**src/design/pbc_pkg.sv**
```systemverilog
package pbc_pkg;
  // register byte addresses
  localparam logic [11:0] PBC_ADDR_CTRL1 = 12'h000;
  localparam logic [11:0] PBC_ADDR_BRAKE = 12'h004;
  localparam logic [11:0] PBC_ADDR_STAT = 12'h008;
  localparam logic [11:0] PBC_ADDR_MASK = 12'h00c;
  localparam logic [11:0] PBC_ADDR_OUT = 12'h010;
  // field positions
  localparam int PBC_RUN_BIT = 7;
  localparam int PBC_SWBRK_BIT = 7;
  localparam int PBC_LVL_BIT = 6;
  localparam int PBC_PINEN_BIT = 4;
  localparam int PBC_BLVL_LSB = 0;
  localparam int PBC_FLAG_BIT = 0;
  localparam int PBC_NCH = 4;
  // reset values
  localparam logic [7:0] PBC_CTRL1_RST = 8'h00;
  localparam logic [7:0] PBC_BRAKE_RST = 8'h00;
  localparam logic [31:0] PBC_ZERO = 32'h0000_0000;

  // apb request bundle
  typedef struct packed {
    logic sel;
    logic enable;
    logic write;
    logic [11:0] addr;
    logic [31:0] wdata;
  } pbc_apb_req_t;

  // brake controller state
  typedef enum logic [1:0] {
    PBC_IDLE = 2'b00,
    PBC_BRAKE = 2'b01,
    PBC_RELEASE = 2'b10
  } pbc_state_t;
endpackage

```
**src/design/pbc_brake.sv**
```systemverilog
// What this block does
// - brake from software bit or pin
// - level select picks pin polarity
// - pin brake clears run, sets flag
// - flag readable, interrupt when enabled
// - after brake, outputs restore prior levels
// - flag cleared only by software
//
// Register access over APB and the register offsets were left to the implementer.
`timescale 1ns/1ns
module pbc_brake
  import pbc_pkg::*;
#(
  parameter int NCH = PBC_NCH
) (
  // clock and reset
  input wire logic ref_clk_i,
  input wire logic rst_n_i,
  // apb slave
  input wire logic psel_i,
  input wire logic penable_i,
  input wire logic pwrite_i,
  input wire logic [11:0] paddr_i,
  input wire logic [31:0] pwdata_i,
  output logic [31:0] prdata_o,
  output logic pready_o,
  output logic pslverr_o,
  // brake pin and pwm datapath
  input wire logic brake_pin_i,
  input wire logic [NCH-1:0] pwm_raw_i,
  input wire logic pwm_underflow_i,
  // outputs
  output logic [NCH-1:0] pwm_o,
  output logic pwm_counter_run_o,
  output logic brake_active_o,
  output logic irq_o
);
  pbc_apb_req_t req;
  pbc_state_t state;
  pbc_state_t next_state;
  logic [7:0] pwm_control_one;
  logic [7:0] next_pwm_control_one;
  logic [7:0] pwm_brake_control_reg;
  logic [7:0] next_pwm_brake_control_reg;
  logic [NCH-1:0] held_out;
  logic [NCH-1:0] next_held_out;
  logic [NCH-1:0] pwm_q;
  logic [NCH-1:0] next_pwm_q;
  logic [31:0] rdata;
  logic [31:0] next_rdata;
  logic pin_sync;
  logic pin_active;
  logic brake_req;
  logic wr_en;
  logic rd_en;
  logic brake_event_flag;
  logic irq_mask;
  logic flag_clr;
  logic mask_wr;
  logic pin_brake_set;
  logic brake_level_select;
  logic pin_enable;
  logic sw_brake;
  logic addr_ok;

  // decode one word address
  function automatic logic hit(input logic [11:0] a, input logic [11:0] r);
    return a == r;
  endfunction

  // bundle the bus request
  always_comb begin
    req.sel = psel_i;
    req.enable = penable_i;
    req.write = pwrite_i;
    req.addr = paddr_i;
    req.wdata = pwdata_i;
  end

  pbc_sync u_sync (
    .ref_clk_i(ref_clk_i),
    .rst_n_i(rst_n_i),
    .async_i(brake_pin_i),
    .sync_o(pin_sync)
  );

  assign brake_level_select = pwm_brake_control_reg[PBC_LVL_BIT];
  assign pin_enable = pwm_brake_control_reg[PBC_PINEN_BIT];
  assign sw_brake = pwm_brake_control_reg[PBC_SWBRK_BIT];
  assign pin_active = pin_enable & (brake_level_select ? pin_sync : ~pin_sync);
  assign brake_req = sw_brake | pin_active;
  // flag only from pin brake; is the software side's job
  assign pin_brake_set = pin_active;

  // access strobes, write in single-cycle access phase, read in setup phase
  assign wr_en = req.sel & req.enable & req.write;
  assign rd_en = req.sel & ~req.enable & ~req.write;
  assign addr_ok = hit(req.addr, PBC_ADDR_CTRL1) | hit(req.addr, PBC_ADDR_BRAKE)
    | hit(req.addr, PBC_ADDR_STAT) | hit(req.addr, PBC_ADDR_MASK)
    | hit(req.addr, PBC_ADDR_OUT);
  assign flag_clr = wr_en & hit(req.addr, PBC_ADDR_STAT) & req.wdata[PBC_FLAG_BIT];
  assign mask_wr = wr_en & hit(req.addr, PBC_ADDR_MASK);

  pbc_irq u_irq (
    .ref_clk_i(ref_clk_i),
    .rst_n_i(rst_n_i),
    .set_i(pin_brake_set),
    .clr_i(flag_clr),
    .mask_wr_i(mask_wr),
    .mask_i(req.wdata[PBC_FLAG_BIT]),
    .flag_o(brake_event_flag),
    .mask_o(irq_mask),
    .irq_o(irq_o)
  );

  // control registers, hardware clears run on pin brake
  always_comb begin
    next_pwm_control_one = pwm_control_one;
    next_pwm_brake_control_reg = pwm_brake_control_reg;
    if (wr_en) begin
      if (hit(req.addr, PBC_ADDR_CTRL1)) begin
        next_pwm_control_one = req.wdata[7:0];
      end else if (hit(req.addr, PBC_ADDR_BRAKE)) begin
        next_pwm_brake_control_reg = req.wdata[7:0];
      end
    end
    if (pin_active) begin
      next_pwm_control_one[PBC_RUN_BIT] = 1'b0;
    end
  end

  // read data captured in setup phase
  always_comb begin
    next_rdata = PBC_ZERO;
    if (rd_en) begin
      if (hit(req.addr, PBC_ADDR_CTRL1)) begin
        next_rdata[7:0] = pwm_control_one;
      end else if (hit(req.addr, PBC_ADDR_BRAKE)) begin
        next_rdata[7:0] = pwm_brake_control_reg;
      end else if (hit(req.addr, PBC_ADDR_STAT)) begin
        next_rdata[PBC_FLAG_BIT] = brake_event_flag;
      end else if (hit(req.addr, PBC_ADDR_MASK)) begin
        next_rdata[PBC_FLAG_BIT] = irq_mask;
      end else if (hit(req.addr, PBC_ADDR_OUT)) begin
        next_rdata[NCH-1:0] = pwm_q;
        next_rdata[NCH] = brake_active_o;
      end
    end else begin
      next_rdata = rdata;
    end
  end

  // brake state machine and output selection
  always_comb begin
    next_state = state;
    next_held_out = held_out;
    next_pwm_q = pwm_q;
    case (state)
      PBC_IDLE: begin
        next_pwm_q = pwm_raw_i;
        if (brake_req) begin
          // remember levels just before the brake
          next_held_out = pwm_q;
          next_state = PBC_BRAKE;
        end
      end
      PBC_BRAKE: begin
        next_pwm_q = pwm_brake_control_reg[PBC_BLVL_LSB +: NCH];
        if (!brake_req) begin
          next_state = PBC_RELEASE;
        end
      end
      PBC_RELEASE: begin
        // restore prior levels until counter restarts cleanly
        next_pwm_q = held_out;
        if (brake_req) begin
          next_state = PBC_BRAKE;
        end else if (pwm_control_one[PBC_RUN_BIT] && pwm_underflow_i) begin
          next_state = PBC_IDLE;
        end
      end
      default: begin
        next_state = PBC_IDLE;
      end
    endcase
  end

  // registers
  always_ff @(posedge ref_clk_i or negedge rst_n_i) begin
    if (!rst_n_i) begin
      state <= PBC_IDLE;
      pwm_control_one <= PBC_CTRL1_RST;
      pwm_brake_control_reg <= PBC_BRAKE_RST;
      held_out <= '0;
      pwm_q <= '0;
      rdata <= PBC_ZERO;
    end else begin
      state <= next_state;
      pwm_control_one <= next_pwm_control_one;
      pwm_brake_control_reg <= next_pwm_brake_control_reg;
      held_out <= next_held_out;
      pwm_q <= next_pwm_q;
      rdata <= next_rdata;
    end
  end

  assign pwm_o = pwm_q;
  assign pwm_counter_run_o = pwm_control_one[PBC_RUN_BIT];
  assign brake_active_o = (state == PBC_BRAKE);
  assign prdata_o = rdata;
  assign pready_o = 1'b1; // zero wait states
  assign pslverr_o = req.sel & req.enable & ~addr_ok;
endmodule // pbc_brake

```
**src/design/pbc_sync.sv**
```systemverilog
`timescale 1ns/1ns
// two flop synchroniser for the brake pin
module pbc_sync
  import pbc_pkg::*;
(
  // clock and reset
  input wire logic ref_clk_i,
  input wire logic rst_n_i,
  // async level in, synced out
  input wire logic async_i,
  output logic sync_o
);
  logic stage_one;
  logic stage_two;
  logic next_stage_one;
  logic next_stage_two;

  // next values
  always_comb begin
    next_stage_one = async_i;
    next_stage_two = stage_one;
  end

  // registers
  always_ff @(posedge ref_clk_i or negedge rst_n_i) begin
    if (!rst_n_i) begin
      stage_one <= 1'b0;
      stage_two <= 1'b0;
    end else begin
      stage_one <= next_stage_one;
      stage_two <= next_stage_two;
    end
  end

  assign sync_o = stage_two;
endmodule // pbc_sync

```
**src/design/pbc_irq.sv**
```systemverilog
`timescale 1ns/1ns
// sticky brake event flag with mask and w1c
module pbc_irq
  import pbc_pkg::*;
(
  // clock and reset
  input wire logic ref_clk_i,
  input wire logic rst_n_i,
  // event and software access
  input wire logic set_i,
  input wire logic clr_i,
  input wire logic mask_wr_i,
  input wire logic mask_i,
  // state out
  output logic flag_o,
  output logic mask_o,
  output logic irq_o
);
  logic flag;
  logic mask;
  logic next_flag;
  logic next_mask;

  // flag set wins over clear, never cleared by hardware
  always_comb begin
    next_flag = flag;
    if (clr_i) begin
      next_flag = 1'b0;
    end
    if (set_i) begin
      next_flag = 1'b1;
    end
    next_mask = mask_wr_i ? mask_i : mask;
  end

  // registers
  always_ff @(posedge ref_clk_i or negedge rst_n_i) begin
    if (!rst_n_i) begin
      flag <= 1'b0;
      mask <= 1'b0;
    end else begin
      flag <= next_flag;
      mask <= next_mask;
    end
  end

  assign flag_o = flag;
  assign mask_o = mask;
  assign irq_o = flag & mask;
endmodule // pbc_irq

```
**config.mk**
```make
export PLATFORM = sky130hd
export DESIGN_NAME = pbc_brake
export DESIGN_NICKNAME = d
export VERILOG_FILES = /design/src/design/pbc_pkg.sv /design/src/design/pbc_brake.sv /design/src/design/pbc_sync.sv /design/src/design/pbc_irq.sv
export SDC_FILE = /design/constraint.sdc
export NUM_CORES = 1
export LEC_CHECK = 0
export BUFFER_PORTS_ARGS = -buffer_cell sky130_fd_sc_hd__buf_4
export CORE_UTILIZATION = 51
export DETAILED_ROUTE_END_ITERATION = 10
export GPL_ROUTABILITY_DRIVEN = 0
export PLACE_DENSITY = 0.93
export SLEW_MARGIN = 20
export SYNTH_ARGS = -nofsm -noshare
export SYNTH_HDL_FRONTEND = slang
export SYNTH_SLANG_ARGS = --single-unit
```
**constraint.sdc**
```tcl
create_clock -name ref_clk_i -period 3.8 [get_ports ref_clk_i]
set_input_delay 0.76 -clock ref_clk_i [delete_from_list [all_inputs] [get_ports ref_clk_i]]
set_output_delay 0.76 -clock ref_clk_i [all_outputs]
set_load 0.01 [all_outputs]
```
== After elaboration in Yosys (flattened, before gate mapping) ==
Index checks and enable logic that the tools add are counted.
W data, S select, Z words.

* Output and inout port bits: 41
* Word-level logic and storage cells: 72
* Bits of input ports: 55
* Bits in registers: 38

* Bitwise operators: 20
* Equality and inequality tests: 9
* Multiplexer cells: 20
* Reductions and logical operators: 12

{| class="wikitable"
|+ Operators with widths
! kind !! count
|-
| $eq A12 B4 Y1 const B || 2
|-
| $mux W8 || 3
|-
| $eq A12 B3 Y1 const B || 1
|-
| $eq A12 B5 Y1 const B || 1
|-
| $logic_not A12 Y1 || 1
|-
| $pmux W4 S3 || 1
|-
| $and A1 B1 Y1 || 10
|-
| $mux W5 || 2
|-
| $mux W2 || 4
|-
| $mux W4 || 2
|-
| $mux W1 || 6
|-
| $pmux W2 S3 || 1
|-
| $reduce_and A2 Y1 || 3
|-
| $reduce_and A3 Y1 || 2
|-
| $reduce_bool A2 Y1 || 3
|-
| $not A1 Y1 || 5
|-
| $or A1 B1 Y1 || 5
|-
| $ne A2 B2 Y1 const B || 2
|-
| $mux W3 || 1
|-
| $ne A3 B3 Y1 const B || 1
|-
| $reduce_bool A3 Y1 || 1
|-
| $eq A2 B1 Y1 const B || 1
|-
| $eq A2 B2 Y1 const B || 1
|-
| $logic_not A2 Y1 || 1
|-
| $logic_and A1 B1 Y1 || 1
|}

== Depth between registers and ports, before layout ==
Gate-level depths: netlist (run 1).

* Depth in word-level cells: 7
* Depth in mapped cells: 6
* Mapped depth without buffers: 6

== Cells and area by module ==
Synthesis (run 1) repeated with hierarchy kept, for this count alone.

* Cells, all modules: 205
* Area total of the unflattened synthesis: 2188.3 sq um

{| class="wikitable"
|+ By module, submodules not included
! module !! instances !! cells an instance !! area an instance (sq um)
|-
| pbc_brake || 1 || 197 || 2055.7
|-
| pbc_irq || 1 || 6 || 82.6
|-
| pbc_sync || 1 || 2 || 50.0
|}

== Least setup slack after synthesis (run 1) ==
Ideal clock, no wire load.

* Path kind: in2out
* Start point: in paddr_i[11]
* End point: out pslverr_o
* Arrival: 1342 ps
* Stages: 4
* Path slack: 1698 ps
* Path buffers: 0
* Cells stage by stage: nor4_4 > nand3b_1 > inv_1 > a21oi_1

* Word-level cells in the longest chain between the ends: 7
* Elaborated cells on any way between the ends: 11
* Those cells by class: 4 x eq/ne; 6 x bitwise; 1 x reduce/logical

{| class="wikitable"
|+ Ends and longest elaborated chain
! element !! RTL line !! text
|-
| start, declared || pbc_brake.sv:23 || <nowiki>input wire logic [11:0] paddr_i,</nowiki>
|-
| $eq A12 B3 Y1 / $logic_not A12 Y1 (equally long branches) || pbc_brake.sv:68 || <nowiki>return a == r;</nowiki>
|-
| $or A1 B1 Y1 || pbc_brake.sv:98 || <nowiki>assign addr_ok = hit(req.addr, PBC_ADDR_CTRL1) | hit(req.addr, PBC_ADDR_BRAKE)</nowiki>
|-
| $or A1 B1 Y1 (2 in series) || pbc_brake.sv:99 || <nowiki>| hit(req.addr, PBC_ADDR_STAT) | hit(req.addr, PBC_ADDR_MASK)</nowiki>
|-
| $or A1 B1 Y1 (*) || pbc_brake.sv:100 || <nowiki>| hit(req.addr, PBC_ADDR_OUT);</nowiki>
|-
| $not A1 Y1 (*) || pbc_brake.sv:212 || <nowiki>assign pslverr_o = req.sel & req.enable & ~addr_ok;</nowiki>
|-
| $and A1 B1 Y1 (*) || pbc_brake.sv:212 ||
|-
| end, declared || pbc_brake.sv:27 || <nowiki>output logic pslverr_o,</nowiki>
|}

Every way passes the cells marked *; elsewhere a longest branch is shown, timed or not.

== Worst setup path in the final report (run 1) ==
Ends and elaborated chain as after synthesis.

==> flow_summary.json, run 1 <==
{
  "status": "finished, final reports clean",
  "slew_headroom": 0.643,
  "clock-sinks": 38,
  "ys.flop_type": "dfrtp_1",
  "tightest_slew_ps": 534,
  "cts.clk_slew.worst_paths_ps": 70,
  "initial_utilization": 0.534,
  "critical_path.max_stage_delay_ps": 310,
  "cp_slowest_cell": "nor4_4",
  "max_freq_ghz": 0.404,
  "dieArea_sq_um": 4450,
  "grt_max_degree": 39,
  "clockBufferDepth": 2,
  "yosys.area.top_type": "dfrtp_1",
  "place_inst": 289,
  "die_w_microns": 66.7,
  "worst_setup_path_start_kind": "input port",
  "boundaryPins": 96,
  "die_h_microns": 66.7,
  "syn-mean-instance-area_sq_um": 10.7,
  "viasPerCell": 5.36,
  "end_kind": "output port",
  "grt.total_usage": 0.225,
  "synth-edff-count": 0,
  "drv_cap": 0,
  "seq_area_frac_synth": 0.445,
  "crit_type": "input port to output port",
  "htreeDepth": 2,
  "slew_violations": 0,
  "final_cells": 297,
  "crit_required_ps": 3040,
  "p_leak_uw": 0.00129,
  "min_period_ps": 2480,
  "synth.top_cell.area_share": 0.445,
  "vias": 1591,
  "fin_worst_skew_ps": 3.84,
  "drt_wl_total_microns": 4260,
  "finalSetupTns_ps": 0,
  "dp_hpwl_microns": 3230,
  "period_share": 0.651,
  "ir_drop_mv": 0.159,
  "wl_per_cell_microns": 14.3,
  "yosysWarningCount": 0,
  "cts_buffers": 5,
  "synth_area_leaders": "dfrtp_1 (44%), buf_4 (8.8%), mux2_2 (6.9%), mux2_4 (5.6%), o21ai_0 (4.7%)",
  "numPortBuffers": 46,
  "cp_common_cell": "buf_4",
  "ys_types": 39,
  "root_buffer": "clkbuf_8",
  "pwr_density_cell_nw_per_um2": 327,
  "setup_viol": 0,
  "crit_family": "simple AND/OR/NAND/NOR gates",
  "drtIter0Drc": 62,
  "synth_most_common_cell": "dfrtp_1",
  "hold_class": "register to register",
  "drc": 0,
  "antenna_cells": 0,
  "drive_gt1_frac": 0.320,
  "crit_fanout": 4,
  "cts-resized-gates": 0,
  "final_nets": 307,
  "grt_pass1_vias": 1599,
  "path_cells": "buf_4, nor4_4, nand3b_1, inv_1, a21oi_1, buf_4",
  "overflow": 0,
  "arrival_ps": 1720,
  "rsz0062_at_grt": "no",
  "rows": 23,
  "synth_seq_cells": 38,
  "ant_nets": 0,
  "synth_area_sq_um": 2140,
  "clk_latency_ps": 300,
  "area_growth_pct": 17.3,
  "cts_hold_buf": 0,
  "dr.pass1.iters": 4,
  "synthCells": 200,
  "antenna_found_initial": 0,
  "cts_tree": "yes",
  "core_sq_um": 4000,
  "grt_pass1_wl_microns": 7350,
  "critPathBufInv": 3,
  "finalHoldViolations": 0,
  "postCtsSetupBuffers": 0,
  "synthTopCellsByCount": "dfrtp_1 (38), buf_4 (25), nand2_1 (24), o21ai_0 (20), mux2_2 (13)",
  "ys_async_sr_fraction": 1.00
}
==> cell usage in the layout, fill, tap and decap left out, types with 6 or more instances in the layout <==
master / netlist / final
nand2_1: 24 / 24
conb_1: 2 / 25
o21ai_0: 20 / 20
dfrtp_1: 38 / 38
ha_1: 6 / 6
mux2_2: 13 / 13
inv_1: 9 / 9
mux2_4: 8 / 8
buf_4: 25 / 46
clkbuf_8: 0 / 6
==> worst paths after layout <==
kind / from / end / slack, ps / cells after the start
setup / recovery: paddr_i[11] / pslverr_o / 1320 / 6
hold / removal: u_sync.next_stage_two / u_sync.sync_o / 350 / 0
setup reg to reg: state[1] / state[1] / 2150 / 5
hold reg to reg: u_sync.next_stage_two / u_sync.sync_o / 350 / 0
max in group asynchronous: rst_n_i / state[1] / 3050 / 1
min in group asynchronous: rst_n_i / prdata_o[2] / 410 / 1
==> where the power goes <==
part | internal (uW) | total, uW | switching, uW | leakage (uW)
clock | 146 | 288 | 141 | 0.0000482
combinational | 45.8 | 106 | 60.6 | 0.000735
sequential | 414 | 424 | 10.4 | 0.000512
==> per-stage QoR <==
step	setup slack (ps)	hold slack [ps]	total power (uW)	utilization	cell area (sq um)
global route	1210	362	858	0.627	2510
global placement	1370	334	535	0.604	2410
finish	1320	354	818	0.627	2510
floorplan	1700	331	498	-	2220
detailed placement	1350	341	539	0.604	2410
CTS	1340	361	826	0.627	2510
==> worst register-to-register path, cell delays in order (launching register included) <==
cell	delay [ps]
dfrtp_1	430
inv_1	120
ha_1	360
inv_1	70
mux2i_1	200
mux2_2	360
==> layout make-up <==
cell class,count,area [sq um]
fillers,337,1490
multi-input cells,146,1020
flip-flops and latches,38,951
repair buffers,46,345
clock buffers,7,86.3
well taps,50,62.6
inverters,9,33.8
clock inverters,1,5.00
==> metal layers <==
layer | vias to the layer above | GRT usage | part of all wire
li1 | 737 | - | -
met1 | 794 | 0.267 | 0.41
met5 | - | 0 | 0
met2 | 54 | 0.386 | 0.52
met4 | 0 | 0.0878 | 0.013
met3 | 6 | 0.0565 | 0.055
==> kinds of logic after synthesis <==
group	after synthesis	synth area share
flip-flops	38	0.445
AO/OA/AOI/OAI	42	0.119
other	2	0.00351
AND/OR/NAND/NOR	48	0.137
XOR/XNOR	1	0.00410
adder cells (fa/ha/maj)	6	0.0351
multiplexers	24	0.139
buffers and inverters	39	0.117
No activity file was read; power rests on OpenSTA's default activity.
==> run 2: changes to the inputs <==
--- a/config.mk
+++ b/config.mk
@@ -6,10 +6,10 @@
 export NUM_CORES = 1
 export LEC_CHECK = 0
 export BUFFER_PORTS_ARGS = -buffer_cell sky130_fd_sc_hd__buf_4
-export CORE_UTILIZATION = 51
+export CORE_UTILIZATION = 47
 export DETAILED_ROUTE_END_ITERATION = 10
 export GPL_ROUTABILITY_DRIVEN = 0
-export PLACE_DENSITY = 0.93
+export PLACE_DENSITY = 0.87
 export SLEW_MARGIN = 20
 export SYNTH_ARGS = -nofsm -noshare
 export SYNTH_HDL_FRONTEND = slang
==> constraint.sdc (replaced) <==
create_clock -name ref_clk_i -period 2.3 [get_ports ref_clk_i]
set_input_delay 0.46 -clock ref_clk_i [delete_from_list [all_inputs] [get_ports ref_clk_i]]
set_output_delay 0.46 -clock ref_clk_i [all_outputs]
set_load 0.01 [all_outputs]
==> flow_summary.json, run 2 (same netlist as run 1, synthesis figures left out) <==
{
  "max_freq_ghz": 0.541,
  "rows": 24,
  "dieArea_sq_um": 4820,
  "hold_class": "input port to async pin",
  "ant_nets": 0,
  "viasPerCell": 5.20,
  "die_w_microns": 69.4,
  "grt_pass1_vias": 1473,
  "final_nets": 307,
  "root_buffer": "clkbuf_8",
  "arrival_ps": 1390,
  "intPower_uw": 968,
  "antenna_cells": 0,
  "drc": 0,
  "cts_hold_buf": 0,
  "grt.total_usage": 0.186,
  "clk_latency_ps": 290,
  "met1_usage": 0.243,
  "n_fill_cell": 392,
  "cts-resized-gates": 0,
  "grt_use_met2": 0.290,
  "core_sq_um": 4350,
  "met3_usage": 0.0523,
  "crit_type": "input port to output port",
  "postCtsSetupBuffers": 0,
  "switching_power_uw": 331,
  "cts_tree": "yes",
  "crit_fanout": 4,
  "clockBufferDepth": 2,
  "mostFrequentLayoutCells": "buf_4 (46), dfrtp_1 (38), conb_1 (25)",
  "numPortBuffers": 46,
  "vias": 1549,
  "dr.pass1.iters": 4,
  "initial_utilization": 0.491,
  "final_common_cell": "buf_4",
  "grt_max_degree": 39,
  "htreeDepth": 2,
  "end_kind": "output port",
  "drt_wl_total_microns": 4020,
  "drtIter0Drc": 92,
  "utilization": 0.573,
  "cts.clk_slew.worst_paths_ps": 70,
  "worst_setup_path_start_kind": "input port",
  "p_sw_frac": 0.255,
  "die_h_microns": 69.4,
  "drv_cap": 0,
  "crit_required_ps": 1840,
  "setup_viol": 0,
  "pwr-share-comb": 0.134,
  "antenna_found_initial": 0,
  "grt_pass1_wl_microns": 6950,
  "period_share": 0.804,
  "ir_drop_mv": 0.388,
  "wl_per_cell_microns": 13.5,
  "pwr_density_cell_nw_per_um2": 521,
  "status": "finished, final reports clean",
  "clock-sinks": 38,
  "fin_worst_skew_ps": 5.75,
  "clock_power_share": 0.327,
  "top_usage_layer": "met2",
  "power.total_uw": 1300,
  "rsz0062_at_grt": "no",
  "power_frac_seq": 0.540,
  "area_growth_pct": 16.7,
  "cts_buffers": 5,
  "finalSetupTns_ps": 0,
  "finalHoldViolations": 0,
  "dp_hpwl_microns": 3050,
  "slew_violations": 0,
  "min_period_ps": 1850,
  "drive_gt1_frac": 0.313,
  "overflow": 0,
  "p_leak_uw": 0.00128,
  "boundaryPins": 96
}
[run 2: layer usage]
| metal | part of all wire | vias up |
|---|---|---|
| li1 | - | 740 |
| met2 | 0.51 | 57 |
| met1 | 0.42 | 745 |
| met3 | 0.054 | 7 |
| met4 | 0.022 | 0 |
| met5 | 0 | - |
[run 2: layout make-up]
| cell class | count | area, sq um | area share |
|---|---|---|---|
| multi-input cells | 146 | 1020 | 0.410 |
| flip-flops and latches | 38 | 951 | 0.381 |
| repair buffers | 46 | 345 | 0.138 |
| clock buffers | 7 | 76.3 | 0.0306 |
| well taps | 52 | 65.1 | 0.0261 |
| inverters | 9 | 33.8 | 0.0135 |
[run 2: metrics by stage]
step / cells / setup slack [ps] / instance area, sq um / hold slack (ps)
CTS: 298 / 447 / 2490 / 142
global placement: 291 / 328 / 2420 / 333
global route: 298 / 372 / 2490 / 161
floorplan: 223 / 621 / 2220 / 164
finish: 298 / 451 / 2490 / 129
detailed placement: 291 / 317 / 2420 / 358
[run 2: critical path, cell delays in order]
cell and delay [ps]:
buf_4 120, nor4_4 300, nand3b_1 220, inv_1 90, a21oi_1 60, buf_4 140
[run 2: final timing paths]
path,startpoint,to,slack [ps],cells after the start
setup / recovery,paddr_i[11],pslverr_o,450,6
hold / removal,rst_n_i,prdata_o[4],130,1
setup reg to reg,state[1],state[1],660,5
hold reg to reg,u_sync.next_stage_two,u_sync.sync_o,370,0
max in group asynchronous,rst_n_i,prdata_o[6],1830,1
min in group ref_clk_i,brake_pin_i,u_sync.next_stage_two,280,1
[run 2: power groups by stage]
stage	logic (uW)	registers, uW	clock network (uW)
2_1_floorplan	110	713	0
3_3_place_gp	170	714	0
3_5_place_dp	174	714	0
4_1_cts	175	701	439
5_1_grt	192	703	468
6_report	174	701	425
==> run 3: changes to the inputs <==
--- a/config.mk
+++ b/config.mk
@@ -6,10 +6,10 @@
 export NUM_CORES = 1
 export LEC_CHECK = 0
 export BUFFER_PORTS_ARGS = -buffer_cell sky130_fd_sc_hd__buf_4
-export CORE_UTILIZATION = 47
+export CORE_UTILIZATION = 42
 export DETAILED_ROUTE_END_ITERATION = 10
 export GPL_ROUTABILITY_DRIVEN = 0
-export PLACE_DENSITY = 0.87
+export PLACE_DENSITY = 0.82
 export SLEW_MARGIN = 20
 export SYNTH_ARGS = -nofsm -noshare
 export SYNTH_HDL_FRONTEND = slang
==> constraint.sdc (replaced) <==
create_clock -name ref_clk_i -period 1.5 [get_ports ref_clk_i]
set_input_delay 0.3 -clock ref_clk_i [delete_from_list [all_inputs] [get_ports ref_clk_i]]
set_output_delay 0.3 -clock ref_clk_i [all_outputs]
set_load 0.01 [all_outputs]
==> flow_summary.json, run 3 (same netlist as run 1, synthesis figures left out) <==
{
  "status": "finished, violations left",
  "failed_checks": "setup timing",
  "ant_nets": 0,
  "period_share": 1.03,
  "cts_buffers": 5,
  "fin_worst_skew_ps": 8.33,
  "antenna_cells": 0,
  "min_period_ps": 1550,
  "mostFrequentLayoutCells": "buf_4 (69), dfrtp_1 (38), conb_1 (25)",
  "hold_class": "input port to register",
  "die_w_microns": 73.3,
  "vias": 1673,
  "htreeDepth": 2,
  "final.setup.worst_slack_ps": -47.3,
  "place_inst": 326,
  "worstRegToRegCells": 4,
  "crit_cells": 4,
  "cp_slowest_cell": "dfrtp_1",
  "rows": 25,
  "tightest_slew_ps": 502,
  "clockBufferDepth": 2,
  "met1_usage": 0.236,
  "antenna_found_initial": 0,
  "finalHoldViolations": 0,
  "arrival_ps": 1730,
  "path_cells": "xnor2_2, a21oi_2, mux2i_2, mux2_4",
  "grt_max_degree": 39,
  "setup_viol": 2,
  "pwr_density_cell_nw_per_um2": 861,
  "met3_usage": 0.0521,
  "crit_type": "register to register",
  "cts.clk_slew.worst_paths_ps": 80,
  "die_h_microns": 73.3,
  "area_growth_pct": 35.4,
  "final_cells": 342,
  "boundaryPins": 96,
  "slew_headroom": 0.665,
  "grt_use_met2": 0.336,
  "root_buffer": "clkbuf_8",
  "critPathBufInv": 0,
  "top_usage_layer": "met2",
  "dr.pass1.iters": 4,
  "drc": 0,
  "initial_utilization": 0.444,
  "wl_per_cell_microns": 14.7,
  "max_freq_ghz": 0.646,
  "final_common_cell": "buf_4",
  "viasPerCell": 4.89,
  "final_nets": 335,
  "drtIter0Drc": 88,
  "min_path_cells": 1,
  "clock-sinks": 38,
  "slew_violations": 0,
  "crit_fanout": 3,
  "critical_path.max_stage_delay_ps": 420,
  "stdcell_area_sq_um": 2890,
  "drv_cap": 0,
  "drive_gt1_frac": 0.447,
  "clk_latency_ps": 300,
  "core_sq_um": 4820,
  "dieArea_sq_um": 5380,
  "drt_wl_total_microns": 5030,
  "grt_pass1_vias": 1590,
  "ir_drop_mv": 0.726,
  "worst_setup_path_start_kind": "register",
  "dp_hpwl_microns": 3460,
  "end_kind": "register",
  "grt.total_usage": 0.194,
  "overflow": 0,
  "grt_pass1_wl_microns": 7680,
  "numPortBuffers": 46,
  "p_leak_uw": 0.00148,
  "cts_tree": "yes",
  "dpl-instance-area_sq_um": 2590,
  "crit_family": "multiplexers",
  "rsz0062_at_grt": "yes",
  "crit_required_ps": 1680
}
[run 3: repair_timing]
| action | 4_1_cts | 5_1_grt |
|---|---|---|
| buffers inserted | 5 | 4 |
| resized for setup | 8 | 23 |
| pin swaps | 5 | 3 |
| endpoints found under the setup margin | 4 | 14 |
| hold buffers | 1 | 0 |
| endpoints found under the hold margin | 38 | 0 |
[run 3: path summary, 6_finish.rpt]
check	slack, ps	start	endpoint
setup / recovery	-50	pwm_brake_control_reg[6]	state[1]
hold / removal	110	brake_pin_i	u_sync.next_stage_two
setup reg to reg	-50	pwm_brake_control_reg[6]	state[1]
hold reg to reg	370	u_sync.next_stage_two	u_sync.sync_o
max in group asynchronous	640	rst_n_i	pwm_brake_control_reg[3]
min in group asynchronous	510	rst_n_i	state[0]
[run 3: metal layers]
metal,vias to the layer above,share of wire
met5,-,0
met4,0,0.0094
met3,6,0.055
met2,58,0.52
met1,813,0.41
li1,796,-
[run 3: layout make-up]
class / count / area [sq um]
sequential: 38 / 951
tap: 67 / 83.8
clock inverter: 2 / 60.1
clock buffer: 6 / 82.6
fill: 398 / 1920
multi-input combinational: 146 / 1110
timing repair buffer: 74 / 573
inverter: 9 / 33.8
[run 3: metrics by stage]
step | total power (uW) | hold WS [ps] | setup TNS, ps | worst slack, ps | utilization
2_1_floorplan | 1260 | 4.41 | -35.1 | -4.38 | -
3_3_place_gp | 1380 | 294 | -3740 | -207 | 0.537
3_5_place_dp | 1390 | 298 | -4570 | -240 | 0.537
4_1_cts | 2480 | 108 | -18.3 | -18.3 | 0.581
5_1_grt | 2580 | 95.1 | -346 | -104 | 0.601
6_report | 2490 | 105 | -64.1 | -47.3 | 0.601
[run 3: power breakdown]
| group | total [uW] | switching (uW) | internal [uW] |
|---|---|---|---|
| registers | 1070 | 23.8 | 1050 |
| logic | 340 | 180 | 160 |
| clock network | 1080 | 370 | 709 |
